**config.mk**
```make
export PLATFORM = sky130hd
export DESIGN_NAME = pimt_core
export DESIGN_NICKNAME = d
export VERILOG_FILES = /design/src/core/pimt_core.v
export VERILOG_INCLUDE_DIRS = /design/src /design/src/core
export SDC_FILE = /design/constraint.sdc
export NUM_CORES = 1
export LEC_CHECK = 0
export BUFFER_PORTS_ARGS = -buffer_cell sky130_fd_sc_hd__clkbuf_2
export CAP_MARGIN = 20
export CORE_MARGIN = 2
export CORE_UTILIZATION = 48
export DETAILED_ROUTE_END_ITERATION = 6
export GPL_ROUTABILITY_DRIVEN = 0
export PLACE_DENSITY_LB_ADDON = 0.05
export SYNTH_ARGS = -nofsm -noshare
export SYNTH_HDL_FRONTEND = slang
export SYNTH_SLANG_ARGS = --single-unit
export TNS_END_PERCENT = 10
```
**constraint.sdc**
```tcl
create_clock -name clock_i -period 6.7 [get_ports clock_i]
set_input_delay 1.005 -clock clock_i [delete_from_list [all_inputs] [get_ports clock_i]]
set_output_delay 1.005 -clock clock_i [all_outputs]
set_load 0.01 [all_outputs]
```
**src/core/pimt_defs.vh**
```
// Register map, field positions and command codes of the priority interrupt core
`ifndef PIMT_DEFS_VH
`define PIMT_DEFS_VH

`define PIMT_ADDR_MASK 8'h00
`define PIMT_ADDR_CTRL 8'h04
`define PIMT_ADDR_CMD 8'h08
`define PIMT_ADDR_STATUS 8'h0c

`define PIMT_MASK_RESET 8'hff
`define PIMT_CTRL_EDGE_BIT 0
`define PIMT_CTRL_AUTO_EOI_BIT 1
`define PIMT_CTRL_EXCL_BIT 2

`define PIMT_CMD_NONSPEC 3'h1
`define PIMT_CMD_SPEC 3'h3
`define PIMT_CMD_ROT_SPEC 3'h7
`define PIMT_CMD_SET_PRIO 3'h6
`define PIMT_CMD_EXCL_SET 3'h4
`define PIMT_CMD_EXCL_CLR 3'h5
`define PIMT_CMD_LEVEL_LSB 0
`define PIMT_CMD_OP_LSB 4

`define PIMT_DEFAULT_LEVEL 3'h7
`define PIMT_LOWEST_RESET 3'h7

`define PIMT_RESP_OKAY 2'h0
`define PIMT_RESP_SLVERR 2'h2

`endif

```
**src/core/pimt_core.v**
```verilog
// Eight-input priority interrupt core with mask, rotation and trigger modes
//
// Function
// - Rotate-on-specific end command clears named in-service bit and makes it lowest
// - Eight-bit mask register; bit n set disables request input n
// - Mask gates only latch output; masked inputs still set and keep latch bits
// - Unmasking a latched, still-active request raises an interrupt by priority
// - Fully nested mode blocks requests below highest level in service
// - Exclude-masked mode lets every unmasked level interrupt until explicitly cleared
// - Exclude-masked mode blocks every masked level, not just one
// - In exclude-masked mode, non-specific end skips masked in-service bits
// - Software can never set an in-service bit; only acknowledge does
// - Level or edge sensing comes from setup and applies to all inputs
// - Level mode: high input requests; re-interrupts after end if still high
// - Request dropped before first acknowledge rises: respond as level 7
// - Edge mode recognizes only low-to-high transitions of a request input
// - Edge mode disarms latch on acknowledge until input low; level always armed
// - Automatic end mode performs the end when the acknowledge sequence finishes
// - After rotation, priorities run circularly from the level after the lowest
// - Non-specific end clears the highest-priority in-service bit set
// - Priorities resolve every clock, so command writes count as well as requests and acknowledges
`timescale 1ns/1ps
`include "pimt_defs.vh"

module pimt_core (
    // Clock and reset
    input wire clock_i,
    input wire reset_n_i,
    // Request inputs and processor handshake
    input wire [7:0] request_inputs_i,
    input wire acknowledge_pulse_i,
    output reg interrupt_o,
    output reg [2:0] ack_level_o,
    output reg ack_level_valid_o,
    // AXI4-Lite slave
    input wire [7:0] s_axi_awaddr,
    input wire s_axi_awvalid,
    output reg s_axi_awready,
    input wire [31:0] s_axi_wdata,
    input wire [3:0] s_axi_wstrb,
    input wire s_axi_wvalid,
    output reg s_axi_wready,
    output reg [1:0] s_axi_bresp,
    output reg s_axi_bvalid,
    input wire s_axi_bready,
    input wire [7:0] s_axi_araddr,
    input wire s_axi_arvalid,
    output reg s_axi_arready,
    output reg [31:0] s_axi_rdata,
    output reg [1:0] s_axi_rresp,
    output reg s_axi_rvalid,
    input wire s_axi_rready
);

    reg [7:0] interrupt_mask_reg;
    reg [7:0] pending_request_latch_reg;
    reg [7:0] in_service_bits_reg;
    reg [7:0] armed_reg;
    reg [7:0] req_prev_reg;
    reg [2:0] lowest_reg;
    reg edge_mode_reg;
    reg auto_eoi_reg;
    reg exclude_masked_mode_reg;
    reg [1:0] ack_count_reg;
    reg [2:0] frozen_level_reg;
    reg ack_prev_reg;
    reg aw_held_reg;
    reg w_held_reg;
    reg [7:0] aw_addr_reg;
    reg [31:0] w_data_reg;
    reg [3:0] w_strb_reg;

    // Priority rank of each level: 0 is highest, the level after the lowest comes first
    wire [2:0] rank [0:7];
    genvar g;
    generate
        for (g = 0; g < 8; g = g + 1) begin : g_rank
            wire [31:0] level_full = g;
            assign rank[g] = level_full[2:0] - lowest_reg - 3'h1;
        end
    endgenerate

    // Mask gates only what leaves the latch; a masked line still sets and holds its bit
    wire [7:0] req_visible = pending_request_latch_reg & ~interrupt_mask_reg;
    // Masked in-service bits drop out of ranking and of non-specific end in this mode
    wire [7:0] isr_visible = exclude_masked_mode_reg ?
        (in_service_bits_reg & ~interrupt_mask_reg) : in_service_bits_reg;

    // Highest-priority set bit of a vector, walking the circular order
    // Walking from the lowest level upwards lets the last hit be the winner
    function [3:0] pimt_top;
        input [7:0] vec;
        input [2:0] low;
        integer k;
        reg [2:0] lvl;
        begin
            pimt_top = 4'h0;
            for (k = 7; k >= 0; k = k - 1) begin
                lvl = low + k[2:0] + 3'h1;
                if (vec[lvl])
                    pimt_top = {1'b1, lvl};
            end
        end
    endfunction

    wire [3:0] top_req = pimt_top(req_visible, lowest_reg);
    wire [3:0] top_isr = pimt_top(isr_visible, lowest_reg);
    // Equal rank loses, so a level in service never re-interrupts itself when nested
    wire req_wins = top_req[3] &&
        (exclude_masked_mode_reg || !top_isr[3] ||
         rank[top_req[2:0]] < rank[top_isr[2:0]]);

    // Raw input seen as a request: level, or a rising edge on an armed latch
    wire [7:0] req_set = edge_mode_reg ?
        (request_inputs_i & ~req_prev_reg & armed_reg) : request_inputs_i;
    // Latch bits drop with the line in both modes: a request withdrawn before the
    // first acknowledge is no longer visible, so the sequence falls back to level 7
    wire [7:0] latch_keep = pending_request_latch_reg & request_inputs_i;

    // Pulses are counted on falling edges; a cut train waits for its missing falls
    wire ack_fall = ack_prev_reg && !acknowledge_pulse_i;
    wire ack_rise = !ack_prev_reg && acknowledge_pulse_i;
    wire first_done = ack_fall && ack_count_reg == 2'h0;
    wire last_done = ack_fall && ack_count_reg == 2'h2;

    // Bus write decode once both address and data are held
    // Only byte lane 0 carries register content; the other lanes are ignored
    wire wr_go = aw_held_reg && w_held_reg && !s_axi_bvalid;
    wire [7:0] wr_byte0 = w_strb_reg[0] ? w_data_reg[7:0] : 8'h00;
    wire wr_mask = wr_go && aw_addr_reg == `PIMT_ADDR_MASK && w_strb_reg[0];
    wire wr_ctrl = wr_go && aw_addr_reg == `PIMT_ADDR_CTRL && w_strb_reg[0];
    wire wr_cmd = wr_go && aw_addr_reg == `PIMT_ADDR_CMD && w_strb_reg[0];
    wire wr_known = aw_addr_reg == `PIMT_ADDR_MASK || aw_addr_reg == `PIMT_ADDR_CTRL ||
        aw_addr_reg == `PIMT_ADDR_CMD;
    wire [2:0] cmd_op = wr_byte0[`PIMT_CMD_OP_LSB +: 3];
    wire [2:0] cmd_lvl = wr_byte0[`PIMT_CMD_LEVEL_LSB +: 3];

    reg [7:0] isr_next;
    reg [7:0] irr_next;
    reg [7:0] armed_next;
    reg [2:0] lowest_next;
    reg [2:0] level_pick;
    // Later statements override earlier ones: commands clear first and the acknowledge
    // set comes last, so an acknowledge and a clear of one level leave the bit set
    always @* begin
        isr_next = in_service_bits_reg;
        irr_next = latch_keep | req_set;
        armed_next = armed_reg | (edge_mode_reg ? ~request_inputs_i : 8'hff);
        lowest_next = lowest_reg;
        level_pick = frozen_level_reg;
        // Automatic end behaves as a non-specific end at the last pulse
        // and uses the same visible ranking, so exclude-masked bits survive it too
        if (last_done && auto_eoi_reg && top_isr[3])
            isr_next[top_isr[2:0]] = 1'b0;
        if (wr_cmd) begin
            case (cmd_op)
                `PIMT_CMD_NONSPEC: begin
                    if (top_isr[3])
                        isr_next[top_isr[2:0]] = 1'b0;
                end
                `PIMT_CMD_SPEC: begin
                    isr_next[cmd_lvl] = 1'b0;
                end
                `PIMT_CMD_ROT_SPEC: begin
                    isr_next[cmd_lvl] = 1'b0;
                    lowest_next = cmd_lvl;
                end
                `PIMT_CMD_SET_PRIO: begin
                    lowest_next = cmd_lvl;
                end
                default: begin
                end
            endcase
        end
        // Level is chosen at the first acknowledge, with the request still visible
        if (ack_rise && ack_count_reg == 2'h0) begin
            level_pick = req_wins ? top_req[2:0] : `PIMT_DEFAULT_LEVEL;
            isr_next[level_pick] = 1'b1;
            irr_next[level_pick] = 1'b0;
            if (edge_mode_reg)
                armed_next[level_pick] = 1'b0;
        end
    end

    always @(posedge clock_i or negedge reset_n_i) begin
        if (!reset_n_i) begin
            interrupt_mask_reg <= `PIMT_MASK_RESET;
            pending_request_latch_reg <= 8'h00;
            in_service_bits_reg <= 8'h00;
            armed_reg <= 8'hff;
            req_prev_reg <= 8'h00;
            lowest_reg <= `PIMT_LOWEST_RESET;
            edge_mode_reg <= 1'b0;
            auto_eoi_reg <= 1'b0;
            exclude_masked_mode_reg <= 1'b0;
            ack_count_reg <= 2'h0;
            frozen_level_reg <= 3'h0;
            ack_prev_reg <= 1'b0;
            interrupt_o <= 1'b0;
            ack_level_o <= 3'h0;
            ack_level_valid_o <= 1'b0;
        end else begin
            req_prev_reg <= request_inputs_i;
            ack_prev_reg <= acknowledge_pulse_i;
            in_service_bits_reg <= isr_next;
            pending_request_latch_reg <= irr_next;
            armed_reg <= armed_next;
            lowest_reg <= lowest_next;
            frozen_level_reg <= level_pick;
            interrupt_o <= req_wins;
            if (wr_mask)
                interrupt_mask_reg <= wr_byte0;
            // One mode bit covers every input; the exclude bit changes only by command
            if (wr_ctrl) begin
                edge_mode_reg <= wr_byte0[`PIMT_CTRL_EDGE_BIT];
                auto_eoi_reg <= wr_byte0[`PIMT_CTRL_AUTO_EOI_BIT];
            end
            if (wr_cmd && cmd_op == `PIMT_CMD_EXCL_SET)
                exclude_masked_mode_reg <= 1'b1;
            else if (wr_cmd && cmd_op == `PIMT_CMD_EXCL_CLR)
                exclude_masked_mode_reg <= 1'b0;
            // Three pulses form one sequence; the level is reported after the first
            if (ack_fall)
                ack_count_reg <= (ack_count_reg == 2'h2) ? 2'h0 : ack_count_reg + 2'h1;
            ack_level_valid_o <= first_done;
            if (first_done)
                ack_level_o <= frozen_level_reg;
        end
    end

    // AXI4-Lite write path: address and data accepted independently
    // A held beat blocks a new one until the response is raised; the next write waits for it to be taken
    // Unmapped offsets answer SLVERR and change nothing
    always @(posedge clock_i or negedge reset_n_i) begin
        if (!reset_n_i) begin
            aw_held_reg <= 1'b0;
            w_held_reg <= 1'b0;
            aw_addr_reg <= 8'h00;
            w_data_reg <= 32'h00000000;
            w_strb_reg <= 4'h0;
            s_axi_awready <= 1'b0;
            s_axi_wready <= 1'b0;
            s_axi_bvalid <= 1'b0;
            s_axi_bresp <= `PIMT_RESP_OKAY;
        end else begin
            s_axi_awready <= !aw_held_reg && !s_axi_awready && s_axi_awvalid;
            s_axi_wready <= !w_held_reg && !s_axi_wready && s_axi_wvalid;
            if (s_axi_awvalid && s_axi_awready) begin
                aw_held_reg <= 1'b1;
                aw_addr_reg <= {s_axi_awaddr[7:2], 2'b00};
            end
            if (s_axi_wvalid && s_axi_wready) begin
                w_held_reg <= 1'b1;
                w_data_reg <= s_axi_wdata;
                w_strb_reg <= s_axi_wstrb;
            end
            if (wr_go) begin
                aw_held_reg <= 1'b0;
                w_held_reg <= 1'b0;
                s_axi_bvalid <= 1'b1;
                s_axi_bresp <= wr_known ? `PIMT_RESP_OKAY : `PIMT_RESP_SLVERR;
            end else if (s_axi_bvalid && s_axi_bready) begin
                s_axi_bvalid <= 1'b0;
            end
        end
    end

    // AXI4-Lite read path; registers are read without side effects
    // The command register is write only, so a read of it answers SLVERR
    wire [7:0] rd_addr = {s_axi_araddr[7:2], 2'b00};
    always @(posedge clock_i or negedge reset_n_i) begin
        if (!reset_n_i) begin
            s_axi_arready <= 1'b0;
            s_axi_rvalid <= 1'b0;
            s_axi_rdata <= 32'h00000000;
            s_axi_rresp <= `PIMT_RESP_OKAY;
        end else begin
            s_axi_arready <= !s_axi_arready && !s_axi_rvalid && s_axi_arvalid;
            if (s_axi_arvalid && s_axi_arready) begin
                s_axi_rvalid <= 1'b1;
                s_axi_rresp <= `PIMT_RESP_OKAY;
                case (rd_addr)
                    `PIMT_ADDR_MASK: s_axi_rdata <= {24'h000000, interrupt_mask_reg};
                    `PIMT_ADDR_CTRL: s_axi_rdata <= {29'h00000000, exclude_masked_mode_reg,
                        auto_eoi_reg, edge_mode_reg};
                    `PIMT_ADDR_STATUS: s_axi_rdata <= {13'h0000, lowest_reg,
                        in_service_bits_reg, pending_request_latch_reg};
                    default: begin
                        s_axi_rdata <= 32'h00000000;
                        s_axi_rresp <= `PIMT_RESP_SLVERR;
                    end
                endcase
            end else if (s_axi_rvalid && s_axi_rready) begin
                s_axi_rvalid <= 1'b0;
            end
        end
    end

endmodule // pimt_core

```
==> qor.yml, run 1 <==
status: "finished, final reports clean"
final_nets: 784
cts.sinks: 100
core_area_um2: 13800
period_share: 0.833
grt_overflow: 0
cts_tree: "yes"
clkSlewWorstSetupHoldPaths_ns: 0.07
avgSynthCellArea_um2: 10.3
slew_headroom: 0.431
cts_buffer_depth: 2
min_period_ns: 5.58
grt_max_degree: 67
yosysUniqueCellTypes: 83
intPower_mw: 1.60
firstDrtPassIters: 5
drive_gt1_frac: 0.288
regMostFlops: "s_axi_rdata"
seqPwrFrac: 0.359
cts-root-buf: "clkbuf_16"
synth_seq_cells: 100
largest_register_ffs: 19
pwr-share-clk: 0.214
num_vias: 5476
p_sw_mw: 1.02
max_freq_mhz: 179
dr.max_layer_used: "met4"
crit_fanout: 21
drt-met1-wl_mm: 7.93
final_cells: 895
p_per_area_nw_per_um2: 352
syn_to_final_growth_pct: 10.8
wl_met2_mm: 8.37
hp-class: "reg -> reg"
numCtsBuffers: 9
dpl.hpwl_mm: 13.1
worst_slew_pin_slew_ns: 0.847
htree_levels: 3
drc_errors: 0
place_ws_ns: 1.19
worst_slack_ns: 1.12
synth_seq_area_share: 0.375
critical_path_required_ns: 6.94
std_cell_rows: 43
ys_warn_count: 0
leakage_nw: 3.11
end_kind: "flip-flop"
rsz0062_at_grt: "no"
grt_pass1_wl_mm: 28.0
synth_edf_count: 0
grt_antenna_before_repair: 0
fin_tns_setup_ns: 0
p_sw_frac: 0.390
finalPower_mw: 2.62
hold_violations: 0
criticalPathCategory: "reg -> reg"
cts_resized: 0
synth_cells: 656
clk_latency_ns: 0.34
ir_drop_v: 0.000221
place_inst: 878
skew_ns: 0.00664
ant_nets: 0
syn-cell-area_um2: 6730
grt_pass1_vias: 5208
cp.arrival_ns: 5.82
slew_violations: 0
die_width_um: 122
initial_core_util: 0.488
final_core_util: 0.541
setup_violations: 0
ys.flop_type: "dfrtp_1"
met3_length_mm: 1.07
gr-usage-all-layers: 0.243
fp.dieH_um: 122
via_per_inst: 6.12
portBuffers: 67
post_cts_buffers: 0
pwr-share-comb: 0.427
maxCapViolCount: 0
wl_per_cell_um: 19.7
fillers: 1275
finalWirelength_mm: 17.6
cts_hold_buffers: 0
antenna_cells: 0
pin_count: 114
drt-initial-drc-count: 522
ys_async_sr_fraction: 1.00
die-area_um2: 15000
cp-start-kind: "flip-flop"
-- path summary, 6_finish.rpt --
path / depth (start not counted) / start / to / slack (ns)
min in group asynchronous: 1 / reset_n_i / s_axi_rvalid$_DFFE_PN0P_ / 0.61
max: 17 / lowest_reg[1]$_DFFE_PN1P_ / armed_reg[5]$_DFF_PN1_ / 1.12
max in group asynchronous: 2 / reset_n_i / ack_level_valid_o$_DFF_PN0_ / 4.90
max reg2reg: 17 / lowest_reg[1]$_DFFE_PN1P_ / armed_reg[5]$_DFF_PN1_ / 1.12
min: 1 / s_axi_arready$_DFF_PN0_ / s_axi_arready$_DFF_PN0_ / 0.46
min reg2reg: 1 / s_axi_arready$_DFF_PN0_ / s_axi_arready$_DFF_PN0_ / 0.46
-- metal layers --
metal	global-route usage	vias to the layer above
met4	0.0582	0
met2	0.400	213
met1	0.341	2684
met5	0	-
li1	-	2558
met3	0.0358	21
-- logic make-up after synthesis --
group,synth area share
and+or+nand+nor,0.158
adders and majority gates,0.00930
AOI/OAI and AO/OA,0.195
buffers and inverters,0.0511
xor gates and xnor gates,0.0195
muxes,0.191
DFF,0.375
other,0.000557
-- metrics by stage --
step                hold WS (ns)  area (um2)
detailed placement         0.462        7120
floorplan                  0.432        6780
finish                     0.461        7460
global placement           0.449        7120
CTS                        0.471        7440
global route               0.479        7460
-- placed cells by master, fill, tap and decap left out, types with 9 or more instances in the layout --
cell type,synthesis,layout
a21oi_1,25,25
nor2b_1,24,24
nor2_1,39,39
clkbuf_16,0,9
nor3_1,10,10
nand3_1,12,12
mux2_2,37,37
mux4_2,23,23
dfstp_2,19,19
dfrtp_1,81,81
nand2b_1,19,19
clkbuf_2,1,66
buf_4,19,10
mux2i_1,28,28
o21ai_0,47,47
a22o_1,13,13
inv_1,12,12
o22ai_1,10,10
a22oi_1,10,10
nand2_1,48,48
conb_1,1,15
-- critical path, cell delays in order (launching register included) --
cell,delay (ns)
dfstp_2,0.54
buf_4,0.26
ha_1,0.44
xor2_4,0.39
mux4_1,0.75
o21bai_1,0.21
a21o_1,0.20
a31oi_1,0.56
nor2_1,0.11
a22oi_1,0.20
xnor2_1,0.11
ha_1,0.31
a21o_1,0.16
a31oi_1,0.16
a32o_2,0.32
nand2_1,0.18
nor3_1,0.41
o21ai_0,0.16
-- Yosys cell counts, types with 12 or more instances --
master     n  area [um2]
nor2b_1   24         150
mux4_2    23         518
dfrtp_1   81        2030
mux2i_1   28         280
o21ai_0   47         235
buf_4     19         143
nand2_1   48         180
inv_1     12        45.0
a21oi_1   25         125
nand2b_1  19         119
dfstp_2   19         499
nor2_1    39         146
mux2_2    37         417
clkbuf_1  18        67.6
a22o_1    13         114
nand3_1   12        60.1
-- cell type report --
cell class | count | area (um2) | area share
inverters | 15 | 56.3 | 0.00755
repair buffers | 78 | 418 | 0.0560
well taps | 180 | 225 | 0.0302
clock inverters | 5 | 82.6 | 0.0111
multi-input cells | 507 | 3910 | 0.524
clock buffers | 10 | 239 | 0.0320
flip-flops and latches | 100 | 2530 | 0.339
-- power by group through the flow --
stage	clock network (mW)	registers, mW	logic, mW
CTS	0.576	0.940	1.11
floorplan	0	0.861	0.871
detailed placement	0	0.949	1.11
global route	0.601	0.963	1.23
finish	0.561	0.943	1.12
global placement	0	0.943	1.08
(Power assumes the default switching activity.)
==> inputs of run 2 (changes only) <==
Clock period 6.7 ns to 4.87 ns, I/O delays scaled along.
==> run 2 against run 1 <==
  * Sequential share of layout area fell by 2.3 points
  * Critical path type unchanged
  * Largest cell class unchanged
  * Register-to-register slack lost 0.96 ns
  * Sequential power grew 37%
  * First-iteration DRC count shrank 26%
  * Combinational power is 64% higher
  * Final cell count increased by 5.7%
  * Wire length increased by 4.8%
==> qor.yml, run 2 (synthesis results as in run 1) <==
fp.dieH_um: 122  # unchanged
period_share: 0.967  # was 0.833
wl_per_cell_um: 19.5  # was 19.7 um
cp.arrival_ns: 4.95  # was 5.82 ns
drc_errors: 0  # unchanged
cts_buffer_depth: 2  # unchanged
worst_slack_ns: 0.163  # was 1.12 ns
r2r_slack_ns: 0.16  # was 1.12 ns
grt_pass1_wl_mm: 29.0  # was 28.0 mm
num_vias: 5697  # was 5,476
initial_core_util: 0.488  # unchanged
cts_tree: "yes"  # unchanged
std_cell_rows: 43  # unchanged
slew_violations: 0  # unchanged
dpl.hpwl_mm: 14.1  # was 13.1 mm
largest_register_ffs: 19  # unchanged
clk_latency_ns: 0.35  # was 0.34 ns
intPower_mw: 2.32  # was 1.60 mW
grt_max_degree: 59  # was 67
timing.hold.ws_ns: 0.422  # was 0.461 ns
fillers: 1201  # was 1,275
pwr-share-clk: 0.180  # was 0.214
worst_slew_pin_slew_ns: 0.751  # was 0.847 ns
regMostFlops: "s_axi_rdata"  # unchanged
p_per_area_nw_per_um2: 476  # was 352 nW/um2
status: "finished, final reports clean"  # unchanged
max_freq_mhz: 212  # was 179 MHz
cp-start-kind: "flip-flop"  # unchanged
pin_count: 114  # unchanged
via_per_inst: 6.02  # was 6.12
firstDrtPassIters: 5  # unchanged
final_nets: 834  # was 784
core_area_um2: 13800  # unchanged
final_common_cell: "dfrtp_1"  # unchanged
setup_violations: 0  # unchanged
criticalPathCategory: "reg -> reg"  # unchanged
seqPwrFrac: 0.337  # was 0.359
hold_violations: 0  # unchanged
cts_hold_buffers: 0  # unchanged
grt_antenna_before_repair: 0  # unchanged
maxCapViolCount: 0  # unchanged
multi_input_area_um2: 4030  # was 3910 um2
cts-root-buf: "clkbuf_16"  # unchanged
slew_headroom: 0.495  # was 0.431
drive_gt1_frac: 0.351  # was 0.288
place_ws_ns: 0.0700  # was 1.19 ns
numCtsBuffers: 9  # unchanged
gr-usage-all-layers: 0.255  # was 0.243
finalWirelength_mm: 18.5  # was 17.6 mm
pwr-share-comb: 0.483  # was 0.427
final_cell_mix: "81 x dfrtp_1, 66 x clkbuf_2, 54 x buf_4"  # was 81 x dfrtp_1, 66 x clkbuf_2, 48 x nand2_1
p_sw_frac: 0.391  # was 0.390
p_sw_mw: 1.49  # was 1.02 mW
register_area_um2: 2530  # unchanged
min_period_ns: 4.71  # was 5.58 ns
antenna_cells: 0  # unchanged
die-area_um2: 15000  # unchanged
critical_path_required_ns: 5.11  # was 6.94 ns
portBuffers: 67  # unchanged
final_core_util: 0.581  # was 0.541
die_width_um: 122  # unchanged
drt-initial-drc-count: 386  # was 522
skew_ns: 0.00758  # was 0.00664 ns
ir_drop_v: 0.000315  # was 0.000221 V
ant_nets: 0  # unchanged
grt_pass1_vias: 5482  # was 5,208
crit_fanout: 7  # was 21
cts.sinks: 100  # unchanged
clkSlewWorstSetupHoldPaths_ns: 0.07  # about the same
grt_overflow: 0  # unchanged
syn_to_final_growth_pct: 18.9  # was 10.8%
end_kind: "flip-flop"  # unchanged
htree_levels: 3  # unchanged
leakage_nw: 3.41  # was 3.11 nW
hp-class: "in -> async"  # was reg -> reg
run 2: per-stage QoR:
stage | cells | area, um2 | power [mW] | setup TNS, ns
final | 946 | 8000 | 3.81 | 0
after global routing | 946 | 8000 | 4.06 | -0.000690
after CTS | 937 | 7800 | 3.72 | 0
after detailed placement | 921 | 7510 | 3.01 | 0
after global placement | 921 | 7510 | 2.96 | 0
after floorplan | 670 | 6860 | 2.40 | -0.0912
run 2: routing by layer:
layer	global-route usage	wire, um	vias to the layer above	part of all wire
met5	0	0	-	0
met4	0.0639	244	0	0.013
met3	0.0465	1130	22	0.061
met2	0.414	8860	203	0.48
met1	0.353	8260	2823	0.45
li1	-	-	2649	-
run 2: power groups by stage:
stage / clock (mW) / sequential (mW) / combinational, mW
floorplan: 0 / 1.19 / 1.22
global placement: 0 / 1.28 / 1.68
detailed placement: 0 / 1.29 / 1.72
CTS: 0.707 / 1.28 / 1.73
global route: 0.736 / 1.32 / 2.00
finish: 0.685 / 1.29 / 1.84
run 2: repair_timing:
action                     in CTS  in global routing
setup endpoints to repair       0                 25
setup buffers                   0                  6
gates resized for setup         0                 23
run 2: path summary, 6_finish.rpt:
path / startpoint / end / depth (start not counted)
max in group asynchronous: reset_n_i / lowest_reg[2]$_DFFE_PN1P_ / 2
min in group clock_i: s_axi_rvalid$_DFFE_PN0P_ / s_axi_arready$_DFF_PN0_ / 1
setup / recovery: lowest_reg[0]$_DFFE_PN1P_ / in_service_bits_reg[0]$_DFF_PN0_ / 20
hold / removal: reset_n_i / s_axi_rvalid$_DFFE_PN0P_ / 1
setup reg to reg: lowest_reg[0]$_DFFE_PN1P_ / in_service_bits_reg[0]$_DFF_PN0_ / 20
hold reg to reg: s_axi_rvalid$_DFFE_PN0P_ / s_axi_arready$_DFF_PN0_ / 1
run 2: worst max-delay path, cell delays in order, from the launching register on:
cell	delay, ns
dfstp_2	0.64
inv_4	0.08
ha_4	0.23
xnor2_4	0.20
buf_12	0.14
mux4_2	0.30
mux2_4	0.33
a32o_1	0.21
a221o_1	0.36
a22oi_2	0.36
xnor2_2	0.17
xnor2_1	0.08
ha_1	0.30
o21a_1	0.12
o21ai_1	0.05
a31o_2	0.21
a32o_2	0.28
nand2_4	0.13
nor3b_2	0.05
buf_4	0.15
a31o_2	0.21
run 2: cell type report:
cell class / count / area share
Clock buffer: 12 / 0.0321
Clock inverter: 4 / 0.00375
Inverter: 15 / 0.00782
Multi-Input combinational cell: 507 / 0.504
Sequential cell: 100 / 0.316
Tap cell: 180 / 0.0282
Timing Repair Buffer: 128 / 0.109
